`src/include/pcu_pkg.sv`:
```
// Overview of operation
// RULE1: Enable register bits 31 to 8 read zero and ignore writes.
// RULE2: Bits 7..4 enable overvoltage irqs: core, five volt, main, monitor.
// RULE3: Bits 3..0 enable undervoltage irqs: core, five volt, main, monitor.
// RULE4: Power-up: reference, then bias, then modules singly, then measurement.
// RULE5: Stop exit restores register contents saved before Stop entry.
// RULE6: Sleep and Stop entry shut modules down in controlled order.
// RULE7: Driver supply overvolt shutdown enabled by 0, enters Sleep.
// RULE8: Driver overvolt turns off driver, pump, attenuators; back on after.
// RULE9: Junction overtemperature puts system into Sleep.
// RULE10: Overtemp stage control 0: pump and driver off after 64us.
// RULE11: Overtemperature lasting 1ms enters Sleep.
// RULE12: Immediate stage control 0: pump and driver off at once.
// RULE13: Clock loss can shut power modules down.
// RULE14: Internal supply fail can shut whole system down.
// RULE15: Main supply undervoltage can shut transceiver down.
// RULE16: Software should reduce dissipation on temperature prewarning.
// RULE17: Driver overvolt sleep disable is status bit 14, 0 enables.
// RULE18: Overtemp stage disable is status bit 24, 0 enables.
// RULE19: Immediate stage disable is status bit 7, 0 enables.
// RULE20: Clock loss disable is status bit 25, 0 enables.
// RULE21: Supply irq raised only on matching event with enable set.
// RULE22: Power-down runs reverse of power-up, reference last.
`default_nettype none
package pcu_pkg;
  // ****************************************
  // Register map
  // ****************************************
  localparam logic [7:0]  IRQ_EN_OFFSET     = 8'h2c;
  localparam logic [7:0]  CTRL_STS_OFFSET   = 8'h30;
  localparam logic [7:0]  MODE_OFFSET       = 8'h34;
  localparam logic [31:0] IRQ_EN_RESET      = 32'h0000_00ff;
  localparam logic [31:0] CTRL_STS_RESET    = 32'h82e3_7ef3;
  localparam logic [31:0] CTRL_STS_RW_MASK  = 32'h0700_4182;
  localparam int          DRV_OV_SLEEP_BIT  = 14;
  localparam int          OT_STAGE_BIT      = 24;
  localparam int          FAIL_STAGE_BIT    = 7;
  localparam int          CLK_LOSS_BIT      = 25;
  localparam int          LIN_UV_BIT        = 8;
  localparam int          MODE_SLEEP_BIT    = 0;
  localparam int          MODE_STOP_BIT     = 1;
  localparam int          MODE_WAKE_BIT     = 2;
  localparam int          NUM_MODULES       = 7;
  // ****************************************
  // Timing
  // ****************************************
  localparam int CLK_MHZ        = 10;
  localparam int OT_STAGE_US    = 64;
  localparam int OT_SLEEP_MS    = 1;
  localparam int STEP_CYCLES    = 4;
  localparam int OT_STAGE_CYC   = OT_STAGE_US * CLK_MHZ;
  localparam int OT_SLEEP_CYC   = OT_SLEEP_MS * 1000 * CLK_MHZ;
  // ****************************************
  // Types
  // ****************************************
  typedef enum logic [2:0] {
    ST_OFF, ST_REF, ST_BIAS, ST_MODS, ST_RUN, ST_DOWN
  } seq_e;
  typedef struct packed {
    logic [3:0] ov;
    logic [3:0] uv;
  } supply_evt_s;
  typedef struct packed {
    logic charge_pump;
    logic bridge_driver;
    logic attenuators;
    logic transceiver;
  } stage_off_s;
endpackage : pcu_pkg
`default_nettype wire

```
`src/rtl/input_sync.sv`:
```
`timescale 1ns/10ps
`default_nettype none
module input_sync #(
  parameter int W = 1
) (
  input  wire logic         clk_sys_in,
  input  wire logic         rst_n_in,
  input  wire logic [W-1:0] async_in,
  output logic      [W-1:0] level_out
);
  typedef struct packed {
    logic [W-1:0] s1;
    logic [W-1:0] s2;
    logic [W-1:0] s3;
    logic [W-1:0] lvl;
  } state_s;
  state_s r;
  state_s next_r;
  // Three stages, change accepted when stages two and three agree
  always_comb begin
    next_r    = r;
    next_r.s1 = async_in;
    next_r.s2 = r.s1;
    next_r.s3 = r.s2;
    for (int i = 0; i < W; i++) begin
      if (r.s2[i] == r.s3[i]) begin
        next_r.lvl[i] = r.s3[i];
      end
    end
  end
  always_ff @(posedge clk_sys_in) begin
    if (!rst_n_in) begin
      r <= '0;
    end else begin
      r <= next_r;
    end
  end
  assign level_out = r.lvl;
endmodule : input_sync
`default_nettype wire

```
`src/rtl/persist_timer.sv`:
```
`timescale 1ns/10ps
`default_nettype none
module persist_timer #(
  parameter int LIMIT = 16
) (
  input  wire logic clk_sys_in,
  input  wire logic rst_n_in,
  input  wire logic cond_in,
  output logic      expired_out
);
  typedef struct packed {
    logic [31:0] cnt;
    logic        hit;
  } state_s;
  state_s r;
  state_s next_r;
  // Counts while condition holds, restarts when it drops
  always_comb begin
    next_r = r;
    if (!cond_in) begin
      next_r.cnt = '0;
      next_r.hit = 1'b0;
    end else if (r.cnt < 32'(LIMIT - 1)) begin
      next_r.cnt = r.cnt + 32'h1;
    end else begin
      next_r.hit = 1'b1;
    end
  end
  always_ff @(posedge clk_sys_in) begin
    if (!rst_n_in) begin
      r <= '0;
    end else begin
      r <= next_r;
    end
  end
  assign expired_out = r.hit;
endmodule : persist_timer
`default_nettype wire

```
`src/rtl/power_module_sequencer.sv`:
```
`timescale 1ns/10ps
`default_nettype none
module power_module_sequencer #(
  parameter int OT_SLEEP_CYC = pcu_pkg::OT_SLEEP_CYC
) (
  input  wire logic                            clk_sys_in,
  input  wire logic                            rst_n_in,
  // Register port
  input  wire logic [7:0]                      reg_addr_in,
  input  wire logic [31:0]                     reg_wdata_in,
  input  wire logic                            reg_wr_in,
  input  wire logic                            reg_rd_in,
  output logic      [31:0]                     reg_rdata_out,
  // Measurement threshold events (asynchronous)
  input  wire pcu_pkg::supply_evt_s            supply_evt_in,
  input  wire logic                            driver_supply_ov_in,
  input  wire logic                            overtemp_in,
  input  wire logic                            clock_loss_in,
  input  wire logic                            supply_fail_in,
  input  wire logic                            main_supply_uv_in,
  // Supply interrupt requests
  output pcu_pkg::supply_evt_s                 supply_irq_out,
  // Module enables, index 0 reference, 1 bias, then analog modules
  output logic [pcu_pkg::NUM_MODULES-1:0]      module_en_out,
  output logic                                 measure_start_out,
  output pcu_pkg::stage_off_s                  stage_off_out,
  output logic                                 sleep_req_out,
  output logic                                 in_stop_out,
  output logic                                 seq_busy_out
);
  localparam int NM = pcu_pkg::NUM_MODULES;

  // ****************************************
  // Input synchronisation
  // ****************************************
  logic [12:0] sync_lvl;
  input_sync #(.W(13)) u_sync (
    .clk_sys_in (clk_sys_in),
    .rst_n_in   (rst_n_in),
    .async_in   ({supply_evt_in, driver_supply_ov_in, overtemp_in,
                  clock_loss_in, supply_fail_in, main_supply_uv_in}),
    .level_out  (sync_lvl)
  );
  pcu_pkg::supply_evt_s evt;
  logic drv_ov;
  logic ot;
  logic clk_loss;
  logic sup_fail;
  logic main_uv;
  assign evt      = sync_lvl[12:5];
  assign drv_ov   = sync_lvl[4];
  assign ot       = sync_lvl[3];
  assign clk_loss = sync_lvl[2];
  assign sup_fail = sync_lvl[1];
  assign main_uv  = sync_lvl[0];

  // ****************************************
  // Overtemperature timers
  // ****************************************
  logic ot_stage_exp;
  logic ot_sleep_exp;
  persist_timer #(.LIMIT(pcu_pkg::OT_STAGE_CYC)) u_ot_stage (
    .clk_sys_in  (clk_sys_in),
    .rst_n_in    (rst_n_in),
    .cond_in     (ot),
    .expired_out (ot_stage_exp)
  );
  persist_timer #(.LIMIT(OT_SLEEP_CYC)) u_ot_sleep (
    .clk_sys_in  (clk_sys_in),
    .rst_n_in    (rst_n_in),
    .cond_in     (ot),
    .expired_out (ot_sleep_exp)
  );

  // ****************************************
  // State
  // ****************************************
  typedef struct packed {
    logic [7:0]           irq_en;
    logic [31:0]          ctrl;
    logic [31:0]          saved_ctrl;
    logic [7:0]           saved_irq_en;
    logic                 saved_valid;
    pcu_pkg::seq_e        st;
    logic [3:0]           idx;
    logic [7:0]           step;
    logic [NM-1:0]        en;
    logic                 meas;
    logic                 down_stop;
    logic                 stop;
    logic                 sleep;
    pcu_pkg::supply_evt_s evt_q;
    pcu_pkg::supply_evt_s irq;
    logic [31:0]          rdata;
  } state_s;
  state_s r;
  state_s next_r;

  // Read decode helper
  function automatic logic [31:0] read_mux(input logic [7:0] a, input state_s s);
    if (a == pcu_pkg::IRQ_EN_OFFSET) begin
      read_mux = {24'h000000, s.irq_en};           // see RULE1
    end else if (a == pcu_pkg::CTRL_STS_OFFSET) begin
      read_mux = s.ctrl;
    end else if (a == pcu_pkg::MODE_OFFSET) begin
      read_mux = {24'h000000, 1'b0, 3'(s.st), 1'b0, s.stop, s.sleep, s.meas};
    end else begin
      read_mux = 32'h0000_0000;
    end
  endfunction : read_mux

  logic go_sleep;
  logic drv_ov_act;
  logic [3:0] step_cnt;

  assign drv_ov_act = drv_ov && !r.ctrl[pcu_pkg::DRV_OV_SLEEP_BIT];   // see RULE7 see RULE17
  assign step_cnt   = 4'(pcu_pkg::STEP_CYCLES - 1);
  // Protective requests to enter Sleep
  assign go_sleep   = drv_ov_act || ot_sleep_exp || sup_fail;          // see RULE9 see RULE11 see RULE14

  // ****************************************
  // Next state
  // ****************************************
  always_comb begin
    next_r       = r;
    next_r.rdata = 32'h0000_0000;
    next_r.evt_q = evt;
    // Register writes
    if (reg_wr_in) begin
      if (reg_addr_in == pcu_pkg::IRQ_EN_OFFSET) begin
        next_r.irq_en = reg_wdata_in[7:0];           // see RULE1
      end else if (reg_addr_in == pcu_pkg::CTRL_STS_OFFSET) begin
        next_r.ctrl = (r.ctrl & ~pcu_pkg::CTRL_STS_RW_MASK)
                    | (reg_wdata_in & pcu_pkg::CTRL_STS_RW_MASK);
      end else if (reg_addr_in == pcu_pkg::MODE_OFFSET) begin
        if (reg_wdata_in[pcu_pkg::MODE_SLEEP_BIT] && r.st == pcu_pkg::ST_RUN) begin
          next_r.st        = pcu_pkg::ST_DOWN;
          next_r.down_stop = 1'b0;
          next_r.idx       = 4'(NM);
        end else if (reg_wdata_in[pcu_pkg::MODE_STOP_BIT] && r.st == pcu_pkg::ST_RUN) begin
          next_r.st           = pcu_pkg::ST_DOWN;
          next_r.down_stop    = 1'b1;
          next_r.idx          = 4'(NM);
          next_r.saved_ctrl   = r.ctrl;              // see RULE5
          next_r.saved_irq_en = r.irq_en;
          next_r.saved_valid  = 1'b1;
        end else if (reg_wdata_in[pcu_pkg::MODE_WAKE_BIT] && r.st == pcu_pkg::ST_OFF) begin
          next_r.st    = pcu_pkg::ST_REF;
          next_r.sleep = 1'b0;
          next_r.stop  = 1'b0;                       // Leaves low power at once
          next_r.step  = '0;
        end
      end
    end
    if (reg_rd_in) begin
      next_r.rdata = read_mux(reg_addr_in, r);
    end
    // Supply irq pulses on rising threshold events
    next_r.irq.ov = evt.ov & ~r.evt_q.ov & r.irq_en[7:4];   // see RULE2 see RULE21
    next_r.irq.uv = evt.uv & ~r.evt_q.uv & r.irq_en[3:0];   // see RULE3 see RULE21
    // Sequencer
    case (r.st)
      pcu_pkg::ST_OFF: begin
        next_r.meas = 1'b0;
      end
      pcu_pkg::ST_REF: begin
        next_r.en[0] = 1'b1;                         // see RULE4
        next_r.step  = r.step + 8'h01;
        if (r.step[3:0] == step_cnt) begin
          next_r.st   = pcu_pkg::ST_BIAS;
          next_r.step = '0;
        end
      end
      pcu_pkg::ST_BIAS: begin
        next_r.en[1] = 1'b1;                         // see RULE4
        next_r.step  = r.step + 8'h01;
        if (r.step[3:0] == step_cnt) begin
          next_r.st   = pcu_pkg::ST_MODS;
          next_r.step = '0;
          next_r.idx  = 4'h2;
        end
      end
      pcu_pkg::ST_MODS: begin
        next_r.en[r.idx[2:0]] = 1'b1;                // see RULE4
        next_r.step           = r.step + 8'h01;
        if (r.step[3:0] == step_cnt) begin
          next_r.step = '0;
          if (r.idx == 4'(NM - 1)) begin
            next_r.st   = pcu_pkg::ST_RUN;
            next_r.meas = 1'b1;                      // see RULE4
            if (r.saved_valid) begin
              next_r.ctrl        = r.saved_ctrl;     // see RULE5
              next_r.irq_en      = r.saved_irq_en;
              next_r.saved_valid = 1'b0;
              next_r.stop        = 1'b0;
            end
          end else begin
            next_r.idx = r.idx + 4'h1;
          end
        end
      end
      pcu_pkg::ST_RUN: begin
        if (go_sleep) begin
          next_r.st        = pcu_pkg::ST_DOWN;
          next_r.down_stop = 1'b0;
          next_r.idx       = 4'(NM);
        end
      end
      pcu_pkg::ST_DOWN: begin
        next_r.meas = 1'b0;                          // see RULE6
        next_r.step = r.step + 8'h01;
        if (r.step[3:0] == step_cnt) begin
          next_r.step = '0;
          if (r.idx == 4'h0) begin
            next_r.st    = pcu_pkg::ST_OFF;
            next_r.sleep = !r.down_stop;
            next_r.stop  = r.down_stop;
          end else begin
            next_r.en[r.idx[2:0] - 3'h1] = 1'b0;     // see RULE22
            next_r.idx = r.idx - 4'h1;
          end
        end
      end
      default: begin
        next_r.st = pcu_pkg::ST_OFF;
      end
    endcase
  end

  // ****************************************
  // Registers
  // ****************************************
  always_ff @(posedge clk_sys_in) begin
    if (!rst_n_in) begin
      r        <= '0;
      r.irq_en <= pcu_pkg::IRQ_EN_RESET[7:0];
      r.ctrl   <= pcu_pkg::CTRL_STS_RESET;
      r.st     <= pcu_pkg::ST_REF;
    end else begin
      r <= next_r;
    end
  end

  // ****************************************
  // Protective stage shutdowns
  // ****************************************
  logic ot_stage_off;
  logic clk_stage_off;
  assign ot_stage_off  = (ot_stage_exp && !r.ctrl[pcu_pkg::OT_STAGE_BIT])    // see RULE10 see RULE18
                      || (ot && !r.ctrl[pcu_pkg::FAIL_STAGE_BIT]);          // see RULE12 see RULE19
  assign clk_stage_off = clk_loss && !r.ctrl[pcu_pkg::CLK_LOSS_BIT];       // see RULE13 see RULE20

  always_comb begin
    stage_off_out.charge_pump   = ot_stage_off || clk_stage_off || drv_ov_act;  // see RULE8
    stage_off_out.bridge_driver = ot_stage_off || clk_stage_off || drv_ov_act;  // see RULE8
    stage_off_out.attenuators   = drv_ov_act;                                   // see RULE8
    stage_off_out.transceiver   = main_uv && !r.ctrl[pcu_pkg::LIN_UV_BIT];      // see RULE15
  end

  assign reg_rdata_out     = r.rdata;
  assign supply_irq_out    = r.irq;
  assign module_en_out     = r.en;
  assign measure_start_out = r.meas;
  assign sleep_req_out     = r.sleep;
  assign in_stop_out       = r.stop;
  assign seq_busy_out      = (r.st != pcu_pkg::ST_RUN) && (r.st != pcu_pkg::ST_OFF);
endmodule : power_module_sequencer
`default_nettype wire

```
`config.mk`:
```
export PLATFORM = sky130hd
export DESIGN_NAME = power_module_sequencer
export DESIGN_NICKNAME = d
export VERILOG_FILES = /design/src/include/pcu_pkg.sv /design/src/rtl/input_sync.sv /design/src/rtl/persist_timer.sv /design/src/rtl/power_module_sequencer.sv
export SDC_FILE = /design/constraint.sdc
export NUM_CORES = 1
export LEC_CHECK = 0
export ABC_AREA = 1
export BUFFER_PORTS_ARGS = -buffer_cell sky130_fd_sc_hd__buf_2
export CAP_MARGIN = 20
export CELL_PAD_IN_SITES_DETAIL_PLACEMENT = 1
export CELL_PAD_IN_SITES_GLOBAL_PLACEMENT = 1
export CORE_MARGIN = 5
export CORE_UTILIZATION = 33
export DETAILED_ROUTE_END_ITERATION = 8
export PLACE_DENSITY = 0.71
export SYNTH_ARGS = -nofsm -noshare
export SYNTH_HDL_FRONTEND = slang
export SYNTH_SLANG_ARGS = --single-unit
export TNS_END_PERCENT = 10
```
`constraint.sdc`:
```
create_clock -name clk_sys_in -period 2.4 [get_ports clk_sys_in]
set_input_delay 0.12 -clock clk_sys_in [delete_from_list [all_inputs] [get_ports clk_sys_in]]
set_output_delay 0.12 -clock clk_sys_in [all_outputs]
set_load 0.005 [all_outputs]
```
==> results.toml, run 1 <==
[logic_synthesis]
synth.area.top_cells = "dfxtp_1, nand2_1, inv_1, nor2_1, buf_4"
syn_area_per_cell_um2 = 7.27
synth_nets = 1572
yosys_warnings = 0
syn_area_um2 = 11000
yosys.area.top_type_share = 0.491
synthFlopType = "dfxtp_1"
synth_edf_count = 0
ys_ff_latch = 269
synthArstFlopShare = 0
seq_area_frac_synth = 0.491
synth_cell_types = 32
synthCells = 1507
synth_top_area_cell = "dfxtp_1"

[die]
start_util = 0.335
core_um2 = 32700
fp.dieH_um = 192
dieArea_um2 = 37000
die_w_um = 192
row_count = 66
io_pins = 112

[power_and_ir_drop]
power_density_nw_per_um2 = 778
pwr-share-clk = 0.478
total_power_mw = 9.98
p_seq_frac = 0.460
p_int_mw = 7.73
ir_worst_vdd_v = 0.000513
p_leak_nw = 6.51
p_switching_mw = 2.25
swShare = 0.225
p_comb_frac = 0.062

[flow_run]
drv_cap = 0

[placement]
placed_cell_area_um2 = 11500
hpwl_mm = 18.8
port_buffers = 92
routabilityCongestion = 0.816

[setup_path]
max_stage_delay_ps = 530
critPathKind = "flip-flop to flip-flop"
path_cells = "clkinv_1 -> buf_4 -> ha_1 -> nand3_1 -> nand2_1 -> nand2_1 -> nand2_1 -> nor2_1 -> nand2_1 -> nand2_1 -> nand2_1 -> nor2_1"
cp_common_cell = "nand2_1"
critical_path.max_fanout = 10
worstSetupStartpointType = "flip-flop"
worst_path_max_delay_cell = "dfxtp_1"
required_ps = 2880
crit_arrival_ps = 2610
worstSetupEndpointType = "flip-flop"

[global_routing]
overflow = 0
grt_start_max_net_pins = 82
grt_pass1_vias = 9434
grt_pass1_wl_mm = 45.0
grt_use_total = 0.144
antenna_found_initial = 0

[sta]
final.min_clock_period_ps = 2130
final-setup-viol-count = 0
worst_pin_slew_ps = 844
max_slew_margin = 0.437
rsz0062_at_grt = "false"
tns_ps = 0
drv_slew = 0
final.setup_skew_ps = 8.44
finalCritPeriodShare = 0.887
max_freq_mhz = 470
hold_viol_final = 0

[cts]
insertion_delay_ps = 540
path_clk_slew_ps = 60
post_cts_resized = 0
clock-sinks = 269
h-tree-depth = 1
cts_buffer_depth = 3
cts_root_buf = "clkbuf_16"
cts_tree = "done"
cts_buffers = 30

[hold_path]
worst_hold_path_type = "input pin to flip-flop"

[route]
num_vias = 9082
dr.pass1.iters = 4
wire_per_inst_um = 13.0
drt_first_iter_violations = 375
wl_mm = 26.6
drc_errors = 0
antenna_left = 0
routed_via_density = 4.45

[cells_and_area]
num_antenna_cells = 0
nNetsFinal = 1643
final_cell_area_um2 = 12800
drive_gt1_frac = 0.110
utilization = 0.393
area_growth_pct = 17.1

[outcome]
status = "finished clean"
cells by family (layout without fill, tap and decap cells):
family                   count (synthesis)  in the layout  synth area share
XOR/XNOR                                20             20            0.0160
AO/OA/AOI/OAI                          162            162            0.0849
flip-flops                             269            269             0.491
buffers and inverters                  345            439             0.140
adder cells (fa/ha/maj)                  8              8           0.00913
AND/OR/NAND/NOR                        703            703             0.259
repair_timing:
item                                   4_1_cts  5_1_grt
setup buffers                                0        0
endpoints found under the hold margin       40        0
hold buffers                                27        0
worst paths after layout:
kind | start | to | slack (ps) | cells after the start
setup / recovery | r[67] | module_en_out[4] | 270 | 12
hold reg to reg | r[43] | supply_irq_out[3] | 390 | 1
hold / removal | reg_rd_in | reg_rdata_out[4] | 60 | 5
setup reg to reg | r[67] | module_en_out[4] | 270 | 12
cell type report:
class                           count  area, um^2
Inverter                          245         922
Timing Repair Buffer              139         896
Clock inverter                      9         149
Sequential cell                   269        5390
Clock buffer                       46         892
Fill cell                        4112       19900
Multi-Input combinational cell    893        4040
Tap cell                          442         553
registers in the layout, indices dropped and copies added, names as in the netlist, 7 cells and up:
name,count
u_sync.next_r,26
reg_rdata_out,32
u_ot_sleep.r,32
module_en_out,7
u_sync.r,13
u_sync.level_out,13
u_ot_stage.r,32
supply_irq_out,8
r,101
stage by stage:
step / hold slack (ps) / cells / setup slack, ps
floorplan: 218 / 1507 / 580
global placement: 301 / 1961 / 287
detailed placement: 308 / 1961 / 273
CTS: 33.8 / 2043 / 221
global route: 62.6 / 2043 / 1.95
finish: 55.4 / 2043 / 270
cell usage after synthesis, types with 16 or more instances:
| cell | n |
|---|---|
| nor3_1 | 18 |
| a21oi_1 | 69 |
| inv_1 | 238 |
| o21bai_1 | 16 |
| o211ai_1 | 30 |
| nand3_1 | 59 |
| dfxtp_1 | 269 |
| nand2_1 | 365 |
| o21ai_0 | 40 |
| buf_4 | 49 |
| nor2_1 | 230 |
| clkbuf_1 | 29 |
worst max-delay path: cells and delay by family (launching register included):
kind | cells | cell delay (ps)
buffers and inverters | 2 | 340
DFF | 1 | 530
adders and majority gates | 1 | 230
and+or+nand+nor | 9 | 970
routing by layer:
layer  vias to the layer above  global-route usage  share of wire
met2                        89               0.266           0.49
met1                      4267               0.179           0.46
li1                       4689                   -              -
met5                         -                   0              0
met4                         0              0.0288          0.016
met3                        37              0.0205          0.035
cells in the final DEF, fill, tap and decap left out, types with 6 or more instances in the layout:
| cell type | count |
|---|---|
| inv_1 | 238 |
| buf_2 | 91 |
| ha_1 | 8 |
| clkbuf_1 | 9 |
| nor2_1 | 230 |
| nand3_1 | 59 |
| nand4_1 | 12 |
| o211ai_1 | 30 |
| o21bai_1 | 16 |
| clkbuf_16 | 31 |
| nand3b_1 | 6 |
| dfxtp_1 | 269 |
| xnor2_1 | 7 |
| o21ai_0 | 40 |
| xor2_1 | 13 |
| a21oi_1 | 69 |
| nor3_1 | 18 |
| dlygate4sd3_1 | 27 |
| nand2_1 | 365 |
| buf_4 | 20 |
| clkbuf_8 | 6 |
power by group through the flow:
stage	logic, mW	registers [mW]	clock network [mW]
4_1_cts	0.618	4.59	4.92
3_5_place_dp	0.581	4.69	0
3_3_place_gp	0.573	4.69	0
5_1_grt	0.705	4.60	5.11
6_report	0.615	4.59	4.77
2_1_floorplan	0.414	4.67	0
No activity file was read; power rests on OpenSTA's default activity.
==> run 2, diff against run 1 <==
- PLACE_DENSITY: 0.71 -> 0.72
==> run 2 against run 1 <==
Against the previous run:
- clock-buffer cell count shrank 5
- sequential power is essentially flat
- routed wire length grew 2.3%
- non-clock buffer count grew 5
- register-to-register slack gained 70 ps
- cell count grew 0.24%
- critical path type unchanged
- setup slack gained 71 ps
- critical path depth shrank 4
- power shrank 0.75%
==> results.toml, run 2 (synthesis results as in run 1) <==
[power_and_ir_drop]
power_density_nw_per_um2 = 768
ir_worst_vdd_v = 0.000501
p_leak_nw = 6.53

[sta]
rsz0062_at_grt = "false"
drv_slew = 0
max_slew_margin = 0.604
final.setup_skew_ps = 14.9
tns_ps = 0
finalCritPeriodShare = 0.858
hold_viol_final = 0
worst_pin_slew_ps = 592
final-setup-viol-count = 0
max_freq_mhz = 486
final.min_clock_period_ps = 2060

[global_routing]
grt_use_total = 0.149
grt_pass1_vias = 9547
grt_pass1_wl_mm = 45.9
overflow = 0
antenna_found_initial = 0
grt_start_max_net_pins = 78

[route]
drc_errors = 0
num_vias = 9159
antenna_left = 0
wl_mm = 27.3
dr.pass1.iters = 4
drt_first_iter_violations = 322
wire_per_inst_um = 13.3
routed_via_density = 4.47

[cts]
insertion_delay_ps = 550
postCtsSetupBuffers = 0
path_clk_slew_ps = 60
cts_root_buf = "clkbuf_16"
cts_tree = "done"
clock-sinks = 269
cts_hold_buf = 34
cts_buffer_depth = 3
post_cts_resized = 0
cts_buffers = 30
h-tree-depth = 1

[setup_path]
crit_arrival_ps = 2500
worst_path_max_delay_cell = "dfxtp_1"
max_stage_delay_ps = 330
required_ps = 2840
path_cells = "clkinv_1 -> ha_1 -> nand3_1 -> nor2_1 -> nand3_2 -> buf_4 -> o21ai_1 -> o21bai_1"
worstSetupStartpointType = "flip-flop"
worstSetupEndpointType = "flip-flop"
critPathKind = "flip-flop to flip-flop"
critical_path.max_fanout = 20

[cells_and_area]
final_cell_area_um2 = 12900
regMostFlops = "r"
nNetsFinal = 1648
layout_common_cells = "nand2_1, dfxtp_1, inv_1"
area_growth_pct = 17.6
num_antenna_cells = 0
largest_reg_flops = 101
layout_commonest_cell = "nand2_1"
drive_gt1_frac = 0.111
nFillCells = 4119

[die]
row_count = 66
fp.dieH_um = 192
io_pins = 112
die_w_um = 192
start_util = 0.335
core_um2 = 32700
dieArea_um2 = 37000

[placement]
placed_cell_area_um2 = 11500
port_buffers = 92
hpwl_mm = 18.8
routabilityCongestion = 0.838

[outcome]
status = "finished clean"

[flow_run]
drv_cap = 0

[hold_path]
worst_hold_path_type = "input pin to flip-flop"
==> run 2: changes by cell type in the layout (fill, tap and decap cells not counted), sizes merged <==
cell,change
inv,+2
dlygate4sd3,+7
bufinv,-1
buf,-2
clkinv,+4
clkbuf,-5
==> run 2: layer usage <==
layer | track usage | share of wire
met2 | 0.268 | 0.48
met5 | 0 | 0
met3 | 0.0244 | 0.037
met4 | 0.0395 | 0.021
met1 | 0.185 | 0.46
==> run 2: power breakdown <==
group | switching, mW | internal, mW | leakage, nW
registers | 0.0653 | 4.53 | 2.17
logic | 0.385 | 0.232 | 3.85
clock network | 1.86 | 2.83 | 0.511
==> run 2: path summary, 6_finish.rpt <==
check        startpoint                end  slack (ps)  cells past startpoint
max reg2reg       r[67]             r[116]         340                      8
min reg2reg       r[46]  supply_irq_out[6]         390                      1
min           reg_rd_in   reg_rdata_out[2]          70                      5
max               r[67]             r[116]         340                      8
==> run 2: through the flow <==
step	setup WS [ps]	utilization	cells	power, mW	hold slack [ps]
floorplan	580	-	1507	5.09	218
global placement	401	0.353	1959	5.26	300
detailed placement	333	0.353	1959	5.27	307
CTS	333	0.394	2048	10.1	49.0
global route	95.1	0.394	2048	10.3	99.1
finish	341	0.394	2048	9.91	67.0
==> run 2: layout make-up <==
class,instances,area [um^2],area share
inverter,245,922,0.0715
tap,442,553,0.0429
clock inverter,14,153,0.0118
timing repair buffer,144,976,0.0757
sequential,269,5390,0.418
clock buffer,41,863,0.0670
multi-input combinational,893,4040,0.313
==> run 2: critical path, delay by kind of cell (launching register included) <==
kind            cells  cell delay, ps
buf+inv             2             550
flops               1             330
compound gates      2             260
fa+ha+maj           1             300
simple gates        3             510
